**src/inc/loop_sink_pkg.sv**
```systemverilog
// loop_sink_pkg: constants and types for the vc loopback sink
// assumes a 20 MHz system clock and one 53-byte cell header view per beat
package loop_sink_pkg;

    // ----------------------------------------------------------------
    // timing
    // ----------------------------------------------------------------
    localparam int          CLK_HZ        = 20_000_000;
    localparam int          WAIT_SECONDS  = 5;
    localparam longint      WAIT_CYCLES   = longint'(WAIT_SECONDS) * longint'(CLK_HZ);
    localparam int          TICK_HZ       = 1000;
    localparam int          TICK_DIV      = CLK_HZ / TICK_HZ;
    localparam int          WAIT_TICKS    = WAIT_SECONDS * TICK_HZ;

    // ----------------------------------------------------------------
    // field widths and codes
    // ----------------------------------------------------------------
    localparam int          LLID_W        = 128;
    localparam int          SRCID_W       = 128;
    localparam logic [LLID_W-1:0] LLID_ALL_ONES = {LLID_W{1'b1}};

    // ----------------------------------------------------------------
    // wishbone register map (byte addresses)
    // ----------------------------------------------------------------
    localparam logic [7:0]  ADDR_CTRL     = 8'h00;
    localparam logic [7:0]  ADDR_STATUS   = 8'h04;
    localparam logic [7:0]  ADDR_IRQ_STAT = 8'h08;
    localparam logic [7:0]  ADDR_IRQ_MASK = 8'h0c;
    localparam logic [7:0]  ADDR_CPID0    = 8'h10;
    localparam logic [7:0]  ADDR_RES_LLID0 = 8'h20;
    localparam logic [7:0]  ADDR_RES_SRC0 = 8'h30;
    localparam int          CTRL_DISCARD_BIT = 0;
    localparam int          IRQ_OK_BIT    = 0;
    localparam int          IRQ_FAIL_BIT  = 1;
    localparam int          IRQ_FWD_BIT   = 2;
    localparam int          IRQ_W         = 3;

    // ----------------------------------------------------------------
    // carriers
    // ----------------------------------------------------------------
    typedef struct packed {
        logic               is_loop;    // f5 loopback oam cell
        logic               segment;    // 1 segment, 0 end-to-end
        logic               from_own;   // inserted by the companion source
        logic               lb_ind;     // loopback indication bit
        logic [LLID_W-1:0]  llid;
        logic [SRCID_W-1:0] src_id;
    } cell_info_t;

    typedef struct packed {
        logic [LLID_W-1:0]  llid;
        logic [SRCID_W-1:0] src_id;
    } echo_report_t;

    typedef enum logic [1:0] {
        OUT_NONE,
        OUT_OK,
        OUT_FAIL
    } outcome_t;

endpackage

```
**src/verilog/wait_timer.sv**
```systemverilog
// wait_timer: response-wait window counter for the loopback sink
// assumes tick_i is a one-cycle enable from a divider
`timescale 1ns/1ns
module wait_timer
    import loop_sink_pkg::*;
#(
    parameter int TICKS = WAIT_TICKS
) (
    // clock and reset
    input  wire logic clk_i,
    input  wire logic rst_i,
    // control
    input  wire logic tick_i,
    input  wire logic start_i,
    input  wire logic stop_i,
    // state
    output logic      running_o,
    output logic      expired_o
);

    logic [31:0] cnt_reg;
    logic [31:0] cnt_next;
    logic        run_reg;
    logic        run_next;
    logic        exp_next;

    always_comb begin
        cnt_next = cnt_reg;
        run_next = run_reg;
        exp_next = 1'b0;
        if (start_i) begin
            cnt_next = 32'(TICKS);
            run_next = 1'b1;
        end else if (stop_i) begin
            run_next = 1'b0;
        end else if (run_reg && tick_i) begin
            if (cnt_reg <= 32'h0000_0001) begin
                run_next = 1'b0;
                exp_next = 1'b1;
                cnt_next = 32'h0000_0000;
            end else begin
                cnt_next = cnt_reg - 32'h0000_0001;
            end
        end
    end

    always_ff @(posedge clk_i) begin
        if (rst_i) begin
            cnt_reg   <= 32'h0000_0000;
            run_reg   <= 1'b0;
            expired_o <= 1'b0;
        end else begin
            cnt_reg   <= cnt_next;
            run_reg   <= run_next;
            expired_o <= exp_next;
        end
    end

    assign running_o = run_reg;

endmodule

```
**src/verilog/tick_divider.sv**
```systemverilog
// tick_divider: slow enable pulse for the wait timer
// assumes a single system clock
`timescale 1ns/1ns
module tick_divider
    import loop_sink_pkg::*;
#(
    parameter int DIV = TICK_DIV
) (
    // clock and reset
    input  wire logic clk_i,
    input  wire logic rst_i,
    // enable
    output logic      tick_o
);

    logic [31:0] cnt_reg;
    logic [31:0] cnt_next;
    logic        tick_next;

    always_comb begin
        tick_next = 1'b0;
        cnt_next  = cnt_reg + 32'h0000_0001;
        if (cnt_reg >= 32'(DIV - 1)) begin
            cnt_next  = 32'h0000_0000;
            tick_next = 1'b1;
        end
    end

    always_ff @(posedge clk_i) begin
        if (rst_i) begin
            cnt_reg <= 32'h0000_0000;
            tick_o  <= 1'b0;
        end else begin
            cnt_reg <= cnt_next;
            tick_o  <= tick_next;
        end
    end

endmodule

```
**src/verilog/vc_loop_sink.sv**
```systemverilog
// vc_loop_sink: sink side of vc f5 loopback handling
// assumes cells arrive as decoded header views with valid strobes, and a
// classic wishbone master reaches the registers on the same clock
// assumes the companion source pulses timer start once per request and
// spaces requests of one type beyond the response window
//
// How it works
// - with discard on, own end-to-end loopback cells are dropped from the flow
// - with discard on, own segment loopback cells are dropped from the flow
// - with discard on, the timer-start pulse starts a five second response window
// - end-to-end reply in window: success, report its llid and source id
// - no reply by window end: failure indication
// - end-to-end request to own cpid or all ones is copied to the source
// - segment request to own cpid or all ones is copied to the source
// - segment reply in window: success, report its llid and source id
// - first reply after the window: failure indication; every late reply cell is dropped
`timescale 1ns/1ns
module vc_loop_sink
    import loop_sink_pkg::*;
#(
    parameter int WAIT_TICK_COUNT = WAIT_TICKS,
    parameter int TICK_DIVIDE     = TICK_DIV
) (
    // clock and reset
    input  wire logic          clk_i,
    input  wire logic          rst_i,
    // incoming cell stream
    input  wire logic          cell_valid_i,
    input  wire cell_info_t    cell_i,
    // outgoing cell stream
    output logic               cell_valid_o,
    output cell_info_t         cell_o,
    // companion loop source
    input  wire logic          wait_timer_start_i,
    output logic               reply_forward_o,
    output cell_info_t         reply_cell_o,
    // element management
    output logic               echo_success_ind_o,
    output logic               echo_failure_ind_o,
    output echo_report_t       echo_result_report_o,
    // wishbone slave
    input  wire logic          wb_cyc_i,
    input  wire logic          wb_stb_i,
    input  wire logic          wb_we_i,
    input  wire logic [7:0]    wb_adr_i,
    input  wire logic [3:0]    wb_sel_i,
    input  wire logic [31:0]   wb_dat_i,
    output logic [31:0]        wb_dat_o,
    output logic               wb_ack_o,
    // interrupt
    output logic               irq_o
);

    // ----------------------------------------------------------------
    // registers
    // ----------------------------------------------------------------
    logic                discard_reg;
    logic                discard_next;
    logic [LLID_W-1:0]   cpid_reg;
    logic [LLID_W-1:0]   cpid_next;
    logic [IRQ_W-1:0]    istat_reg;
    logic [IRQ_W-1:0]    istat_next;
    logic [IRQ_W-1:0]    imask_reg;
    logic [IRQ_W-1:0]    imask_next;
    logic [31:0]         rdat_next;
    logic                ack_next;
    // a write lands on the edge that sees ack high, a read is
    // answered on the edge that raises ack
    logic                wr_fire;
    logic                rd_fire;
    logic                tick;
    logic                running;
    logic                expired;
    logic                tstart;
    logic                tstop;

    // ----------------------------------------------------------------
    // helpers
    // ----------------------------------------------------------------
    function automatic logic [31:0] word_of(input logic [127:0] v, input logic [1:0] i);
        word_of = v[32*i +: 32];
    endfunction

    function automatic logic [31:0] merge(input logic [31:0] old, input logic [31:0] d,
                                          input logic [3:0] sel);
        logic [31:0] r;
        r = old;
        for (int b = 0; b < 4; b++) begin
            if (sel[b]) begin
                r[8*b +: 8] = d[8*b +: 8];
            end
        end
        merge = r;
    endfunction

    // ----------------------------------------------------------------
    // response window timing
    // ----------------------------------------------------------------
    // one enable per millisecond keeps the window counter narrow
    tick_divider #(.DIV(TICK_DIVIDE)) u_div (
        .clk_i  (clk_i),
        .rst_i  (rst_i),
        .tick_o (tick)
    );

    // window start
    // with discard off the start pulse is ignored here
    assign tstart = wait_timer_start_i && discard_reg;

    wait_timer #(.TICKS(WAIT_TICK_COUNT)) u_timer (
        .clk_i     (clk_i),
        .rst_i     (rst_i),
        .tick_i    (tick),
        .start_i   (tstart),
        .stop_i    (tstop),
        .running_o (running),
        .expired_o (expired)
    );

    // ----------------------------------------------------------------
    // cell handling
    // ----------------------------------------------------------------
    logic         fwd_next;
    logic         pass_next;
    logic         ok_next;
    logic         fail_next;
    echo_report_t rep_next;
    logic         addressed;
    logic         active_loop;
    // low after a start or an expiry: the first late reply then still
    // earns one failure, later ones are only dropped
    logic         reply_seen_reg;
    logic         reply_seen_next;

    always_comb begin
        fwd_next    = 1'b0;
        pass_next   = cell_valid_i;
        ok_next     = 1'b0;
        fail_next   = 1'b0;
        rep_next    = echo_result_report_o;
        tstop       = 1'b0;
        reply_seen_next = reply_seen_reg;
        // all ones addresses every loop point on the connection
        addressed   = (cell_i.llid == cpid_reg) || (cell_i.llid == LLID_ALL_ONES);
        // discard off: loop cells are ordinary traffic
        active_loop = cell_valid_i && cell_i.is_loop && discard_reg;
        if (tstart) begin
            reply_seen_next = 1'b0;
        end
        if (active_loop) begin
            if (cell_i.lb_ind) begin
                fwd_next = addressed;
                pass_next = !cell_i.from_own;
            end else begin
                pass_next = 1'b0;
                if (running) begin
                    ok_next  = 1'b1;
                    rep_next = '{llid: cell_i.llid, src_id: cell_i.src_id};
                    tstop    = 1'b1;
                    reply_seen_next = 1'b1;
                end else if (!reply_seen_reg) begin
                    // late reply fails and is dropped
                    fail_next = 1'b1;
                    reply_seen_next = 1'b1;
                end
            end
        end
        if (expired && !ok_next) begin
            fail_next = 1'b1;
            reply_seen_next = 1'b0;
        end
    end

    // ----------------------------------------------------------------
    // stream and outcome registers
    // ----------------------------------------------------------------
    // every cell is registered once; the strobes decide what leaves
    always_ff @(posedge clk_i) begin
        if (rst_i) begin
            cell_valid_o         <= 1'b0;
            cell_o               <= '0;
            reply_forward_o      <= 1'b0;
            reply_cell_o         <= '0;
            echo_success_ind_o   <= 1'b0;
            echo_failure_ind_o   <= 1'b0;
            echo_result_report_o <= '0;
            reply_seen_reg       <= 1'b1;
        end else begin
            cell_valid_o         <= pass_next;
            cell_o               <= cell_i;
            reply_forward_o      <= fwd_next;
            reply_cell_o         <= cell_i;
            echo_success_ind_o   <= ok_next;
            echo_failure_ind_o   <= fail_next;
            echo_result_report_o <= rep_next;
            reply_seen_reg       <= reply_seen_next;
        end
    end

    // ----------------------------------------------------------------
    // wishbone registers
    // ----------------------------------------------------------------
    always_comb begin
        discard_next = discard_reg;
        cpid_next    = cpid_reg;
        imask_next   = imask_reg;
        istat_next   = istat_reg;
        rdat_next    = 32'h0000_0000;
        ack_next     = wb_cyc_i && wb_stb_i && !wb_ack_o;
        wr_fire      = wb_cyc_i && wb_stb_i && wb_we_i && wb_ack_o;
        rd_fire      = ack_next && !wb_we_i;
        if (wr_fire) begin
            unique case (wb_adr_i)
                ADDR_CTRL: begin
                    if (wb_sel_i[0]) begin
                        discard_next = wb_dat_i[CTRL_DISCARD_BIT];
                    end
                end
                ADDR_IRQ_STAT: begin
                    // write one to clear
                    istat_next = istat_reg & ~wb_dat_i[IRQ_W-1:0];
                end
                ADDR_IRQ_MASK: begin
                    imask_next = wb_dat_i[IRQ_W-1:0];
                end
                // cpid words take byte lanes, low word first
                default: begin
                    for (int w = 0; w < 4; w++) begin
                        if (wb_adr_i == ADDR_CPID0 + 8'(4*w)) begin
                            cpid_next[32*w +: 32] = merge(cpid_reg[32*w +: 32],
                                                          wb_dat_i, wb_sel_i);
                        end
                    end
                end
            endcase
        end
        if (rd_fire) begin
            unique case (wb_adr_i)
                ADDR_CTRL:     rdat_next = {31'h0, discard_reg};
                ADDR_STATUS:   rdat_next = {31'h0, running};
                ADDR_IRQ_STAT: rdat_next = {29'h0, istat_reg};
                ADDR_IRQ_MASK: rdat_next = {29'h0, imask_reg};
                // unmapped addresses read as zero
                default: begin
                    for (int w = 0; w < 4; w++) begin
                        if (wb_adr_i == ADDR_CPID0 + 8'(4*w)) begin
                            rdat_next = word_of(cpid_reg, 2'(w));
                        end
                        if (wb_adr_i == ADDR_RES_LLID0 + 8'(4*w)) begin
                            rdat_next = word_of(echo_result_report_o.llid, 2'(w));
                        end
                        if (wb_adr_i == ADDR_RES_SRC0 + 8'(4*w)) begin
                            rdat_next = word_of(echo_result_report_o.src_id, 2'(w));
                        end
                    end
                end
            endcase
        end
        // events set after the clear, so set wins
        // a pulse in the clearing cycle is kept, never lost
        istat_next[IRQ_OK_BIT]   = istat_next[IRQ_OK_BIT]   | echo_success_ind_o;
        istat_next[IRQ_FAIL_BIT] = istat_next[IRQ_FAIL_BIT] | echo_failure_ind_o;
        istat_next[IRQ_FWD_BIT]  = istat_next[IRQ_FWD_BIT]  | reply_forward_o;
    end

    // ----------------------------------------------------------------
    // register update
    // ----------------------------------------------------------------
    always_ff @(posedge clk_i) begin
        if (rst_i) begin
            discard_reg <= 1'b0;
            cpid_reg    <= '0;
            istat_reg   <= '0;
            imask_reg   <= '0;
            wb_dat_o    <= 32'h0000_0000;
            wb_ack_o    <= 1'b0;
            irq_o       <= 1'b0;
        end else begin
            discard_reg <= discard_next;
            cpid_reg    <= cpid_next;
            istat_reg   <= istat_next;
            imask_reg   <= imask_next;
            wb_dat_o    <= rdat_next;
            wb_ack_o    <= ack_next;
            // irq follows the next status so it drops with the clear
            irq_o       <= |(istat_next & imask_next);
        end
    end

endmodule

```
**config.mk**
```make
export PLATFORM = sky130hd
export DESIGN_NAME = vc_loop_sink
export DESIGN_NICKNAME = d
export VERILOG_FILES = /design/src/inc/loop_sink_pkg.sv /design/src/verilog/wait_timer.sv /design/src/verilog/tick_divider.sv /design/src/verilog/vc_loop_sink.sv
export SDC_FILE = /design/constraint.sdc
export NUM_CORES = 1
export LEC_CHECK = 0
export BUFFER_PORTS_ARGS = -buffer_cell sky130_fd_sc_hd__buf_2
export CAP_MARGIN = 20
export CORE_AREA = 2 2 436 438
export DETAILED_ROUTE_END_ITERATION = 10
export DIE_AREA = 0 0 438 440
export GPL_ROUTABILITY_DRIVEN = 0
export HOLD_SLACK_MARGIN = 0.08
export PLACE_DENSITY = 0.43
export SLEW_MARGIN = 5
export SYNTH_ARGS = -nofsm -noshare
export SYNTH_HDL_FRONTEND = slang
export SYNTH_SLANG_ARGS = --single-unit
```
**constraint.sdc**
```tcl
create_clock -name clk_i -period 2.8 [get_ports clk_i]
set_input_delay 0.14 -clock clk_i [delete_from_list [all_inputs] [get_ports clk_i]]
set_output_delay 0.14 -clock clk_i [all_outputs]
set_load 0.005 [all_outputs]
```
After elaboration in Yosys (flattened, before gate mapping)
Index checks and enable logic that the tools add are counted.

Register bits: 757. Output and inout bits: 814. Logic and storage cells: 165.

Add/subtract/negate cells: 2. Order comparisons: 2. Equal/unequal tests: 18. Multiplexer cells: 43. Bitwise gates (word level): 12. Reductions and logical operators: 47.

Operators by type and width (number): $mux 32 (13); $eq 128x128->1 (1); $eq 128x128->1 const B (1); $pmux 32 s4 (1); $eq 8x6->1 const B (8); $reduce_and 4->1 (16); $mux 13 (3); $add 32x1->32 const B (1); $eq 8x5->1 const B (4); $ge 32x15->1 const B (1); $le 32x1->1 const B (1); $sub 32x1->32 const B (1); $mux 1 (22); $eq 8x4->1 const B (2); $mux 3 (4); $logic_and 1x1->1 (10); $reduce_or 3->1 (3); $eq 8x3->1 const B (1); $logic_not 8->1 (1); $and 3x3->3 (2); $not 1->1 (6); $reduce_and 2->1 (3); $reduce_and 3->1 (2); $reduce_bool 3->1 (2); other kinds (8) (15).

Depth between registers and ports, before layout
Depth in word-level cells: 14. Mapped depth: 9. Depth with buffers taken out: 7.

Modules after synthesis
A second synthesis with hierarchy kept.

Cells, all modules: 3638. Area total of the unflattened synthesis: 31172.4 um^2.

Modules (own cells, without submodules): vc_loop_sink (instances 1, cells an instance 3342, area an instance 28404.7 um^2, seq. area each 13813.2 um^2); wait_timer (instances 1, cells an instance 190, area an instance 1681.6 um^2, seq. area each 680.7 um^2); tick_divider (instances 1, cells an instance 106, area an instance 1086.0 um^2, seq. area each 660.6 um^2).

Worst setup path before layout
Ideal clock, no wire load.

Kind: register -> register. Start point: register u_timer.cnt_reg[20]. End point: register u_timer.cnt_reg[29]. Setup time: 0.115 ns. Data arrival time: 1.940 ns. Required time: 2.685 ns. Setup slack: 0.746 ns. Cell stages (with the launch flop): 8. Path through: dfxtp_1 > nor4_2 > nand3_2 > or4_4 > buf_6 > o21ai_4 > buf_6 > nor2_1.

Longest elaborated chain between the ends: 2.

Ends and longest elaborated chain: start: declaration (RTL line wait_timer.sv:21) `logic [31:0] cnt_reg;`; start signal: assignment (RTL line wait_timer.sv:53) `cnt_reg <= cnt_next;`; $sub 32x1->32 / $le 32x1->1 (equally long branches) (RTL line wait_timer.sv:42, wait_timer.sv:37); $mux 32 (*) (RTL line wait_timer.sv:37) `if (cnt_reg <= 32'h0000_0001) begin`.

Mark *: on every way between the ends. The rest lies on a longest branch, timed or not. A chain may end at the register's enable or synchronous reset.

Worst setup path after layout
Start point: register cpid_reg[96]. End point: register reply_forward_o.

Longest elaborated chain between the ends: 2.

Ends and longest elaborated chain: start: declaration (RTL line vc_loop_sink.sv:59) `logic [LLID_W-1:0] cpid_reg;`; start signal: assignment (RTL line vc_loop_sink.sv:280) `cpid_reg <= cpid_next;`; $eq 128x128->1 (RTL line vc_loop_sink.sv:144) `addressed = (cell_i.llid == cpid_reg) || (cell_i.llid == LLID_ALL_ONES);`; $logic_or 1x1->1 (RTL line vc_loop_sink.sv:144); end signal: assignment (RTL line vc_loop_sink.sv:191) `reply_forward_o <= fwd_next;`; end: declaration (RTL line vc_loop_sink.sv:35) `output logic reply_forward_o,`.

Every way passes these cells.

==> results.sh <==
export IMPL_grt_pass1_vias=29300
export IMPL_worst_setup_path_type="flip-flop to flip-flop"
export IMPL_layout_commonest_cell="buf_2"
export IMPL_syn_to_final_growth_pct=46.4
export IMPL_clkLatencyLatePin_ns=0.74
export IMPL_first_pass_iters=6
export IMPL_tns_ns=0
export IMPL_fin_crit_ns=2.80
export IMPL_grt_max_degree=136
export IMPL_cp_slowest_cell="o41ai_2"
export IMPL_cp_slowest_stage_delay_ns=0.58
export IMPL_die_area_um2=193000
export IMPL_p_comb_share_pct=9.7
export IMPL_holdWs_ns=0.169
export IMPL_startpoint_type="flip-flop"
export IMPL_portBuffers=1124
export IMPL_met2WireLength_mm=108
export IMPL_fin_skew_ns=0.0240
export IMPL_r2r_end="reply_forward_o"
export IMPL_multi_input_area_um2=12600
export IMPL_power_density_nw_per_um2=615
export IMPL_power_internal_w=0.0201
export IMPL_cpMostUsedCell="buf_4"
export IMPL_wl_met1_mm=90.7
export IMPL_nets=4664
export IMPL_async_reset_ff_share_pct=0
export IMPL_wirelength_mm=233
export IMPL_fill_cells=20600
export IMPL_design_core_area_um2=189000
export IMPL_wire_per_inst_um=33.5
export IMPL_grt_pass1_wl_mm=294
export IMPL_hold_viol_final=0
export IMPL_period_share_pct=100
export IMPL_ys_seq_area_share_pct=49.7
export IMPL_die_width_um=438
export IMPL_chipHeight_um=440
export IMPL_syn_avg_cell_area_um2=9.86
export IMPL_synthFlopType="dfxtp_1"
export IMPL_synth_edf_count=0
export IMPL_h_tree_depth=3
export IMPL_ys_ff_latch=757
export IMPL_grt_overflow_total=0
export IMPL_ant_nets=0
export IMPL_ys_types=83
export IMPL_antenna_found_initial=57
export IMPL_drt_iter0_markers=3090
export IMPL_cts_tree="done"
export IMPL_fmax_mhz=357
export IMPL_status="complete, no violations"
export IMPL_cellLeakagePower_nw=19.0
export IMPL_ff_latch_area_um2=15200
export IMPL_hold_class="input pin to flip-flop"
export IMPL_ir_drop_mv=0.447
export IMPL_wl_met3_mm=21.7
export IMPL_cts_root_buf="clkbuf_16"
export IMPL_p_sw_share_pct=26.9
export IMPL_ff2ff_path_depth=8
export IMPL_clk_path_buf_depth=3
export IMPL_netlist_area_um2=30500
export IMPL_setup_worst_path_end_class="flip-flop"
export IMPL_tightestPinTransition_ns=1.06
export IMPL_routed_via_count=31000
export IMPL_drc=0
export IMPL_io_pins=1125
export IMPL_cp_arrival_ns=3.38
export IMPL_cts_sinks=757
export IMPL_pwr_share_clk_pct=49.6
export IMPL_cts_buffers=96
export IMPL_total_power_w=0.0274
export IMPL_worstPathMaxFanout=3
export IMPL_syn_inst=3090
export IMPL_clk_pin_slew_ns=0.06
export IMPL_required_ns=3.38
export IMPL_seqPwrFrac_pct=40.7
export IMPL_timing_critical_path_from="cpid_reg[96]"
export IMPL_maxCapViolCount=0
export IMPL_relSlewSlack_pct=29.1
export IMPL_cp_cell_sequence="xnor2_1, buf_4, nand4_1, nor4_1, buf_4, nand2_1, or4_1, o41ai_2"
export IMPL_maxUsedRoutingLayer="met5"
export IMPL_drive_above_1_share_pct=34.7
export IMPL_largest_reg_flops=260
export IMPL_hpwl_mm=190
export IMPL_reg2reg_slack_ns=0.0007
export IMPL_grt_setup_unrepaired="false"
export IMPL_final_cell_mix="1122 x buf_2, 757 x dfxtp_1, 309 x dlygate4sd3_1"
export IMPL_row_count=160
export IMPL_ys_warn_count=0
export IMPL_maxSlewViolCount=0
export IMPL_grt_util_all_layers_pct=23.0
export IMPL_worstSetupEndpoint="reply_forward_o"
export IMPL_start_util_pct=16.2
export IMPL_timing_rr_start="cpid_reg[96]"
export IMPL_setup_viol=0
export IMPL_drt_vias_per_instance=4.45
export IMPL_switching_power_w=0.00738
[metrics by stage]
stage | setup slack, ns | util (%) | area [um2] | cells
2_1_floorplan | 0.746 | - | 30500 | 3106
3_3_place_gp | -0.390 | 20.2 | 38000 | 6452
3_5_place_dp | -0.420 | 20.2 | 38000 | 6452
4_1_cts | 0.0689 | 23.6 | 44500 | 6939
5_1_grt | 0.00446 | 23.6 | 44600 | 6950
6_report | 0.000677 | 23.7 | 44600 | 6963
[synth_stat cells (4+ instances only)]
cell type  number  area (um2)
buf_1          11        41.3
o21a_1          7        52.6
a221oi_1       20         175
a211oi_1        6        45.0
nor3b_1         4        30.0
or3_1           6        37.5
o21ai_0       148         741
a22o_1        259        2270
dfxtp_1       757       15200
nand4_1        68         425
a21oi_1       172         861
xnor2_1       121        1060
or4_1           4        30.0
mux2_2         30         338
nand2_1       148         556
and2_1          5        31.3
nand2b_1        7        43.8
o31ai_1         4        30.0
nor2b_1       263        1650
nor4_1         28         175
xor2_1         33         289
a22oi_1        49         368
nor2_4          6        67.6
clkbuf_1      143         537
o221ai_1        9        78.8
and3_1         11        68.8
nor2_1        171         642
buf_2          31         155
nand3_1        19        95.1
mux2i_1        90         901
a21o_1         10        75.1
buf_4         265        1990
o22ai_1        42         263
inv_1          23        86.3
nor2_8          5         100
nor3_1         31         155
a311oi_1        4        35.0
[critical path, delay by kind of cell (launching register included)]
family	cells	cell delay, ns
simple gates	4	1.02
flops	1	0.34
buf+inv	2	0.40
xor+xnor	1	0.30
compound gates	1	0.58
[layout make-up]
class	count	share of cell area [%]
sequential	757	34.0
clock inverter	56	1.64
timing repair buffer	1599	22.8
antenna	24	0.135
inverter	23	0.194
clock buffer	120	5.95
multi-input combinational	1873	28.3
tap	2511	7.04
[layer usage]
metal,vias to the layer above,GRT usage [%]
li1,13300,-
met1,15400,27.6
met2,1887,37.4
met3,449,6.78
met4,34,11.1
met5,-,0
[worst min-delay path by stage]
| stage | from | end | depth (start not counted) |
|---|---|---|---|
| final | cell_i[118] | echo_result_report_o[118] | 3 |
| after floorplan | cell_i[0] | echo_result_report_o[0] | 1 |
| after global placement | cell_i[43] | echo_result_report_o[43] | 2 |
| after detailed placement | cell_i[83] | echo_result_report_o[83] | 2 |
| after CTS | cell_i[127] | echo_result_report_o[127] | 3 |
| after global routing | cell_i[118] | echo_result_report_o[118] | 3 |
[logic make-up after synthesis]
group / count (synthesis) / synth area share, %
xor gates and xnor gates: 154 / 4.43
muxes: 121 / 4.14
adders and majority gates: 3 / 0.123
other: 1 / 0.0123
buffers and inverters: 476 / 9.33
DFF: 757 / 49.7
and+or+nand+nor: 812 / 14.8
AOI/OAI and AO/OA: 766 / 17.5
[power by group through the flow]
stage | Clock [W] | Sequential, W | Combinational, W
2_1_floorplan | 0 | 0.0113 | 0.000864
6_report | 0.0136 | 0.0112 | 0.00267
3_5_place_dp | 0 | 0.0114 | 0.00228
5_1_grt | 0.0144 | 0.0112 | 0.00276
4_1_cts | 0.0139 | 0.0112 | 0.00266
3_3_place_gp | 0 | 0.0114 | 0.00229
[timing repair]
action                                  in CTS  in global routing
hold buffers                               309                  0
hold endpoints to repair                   686                  0
gates resized for setup                      2                  2
pin swaps                                    1                  0
endpoints found under the setup margin     159                  2
buffers inserted                             2                  0
Power figures use the tool's default switching activity.
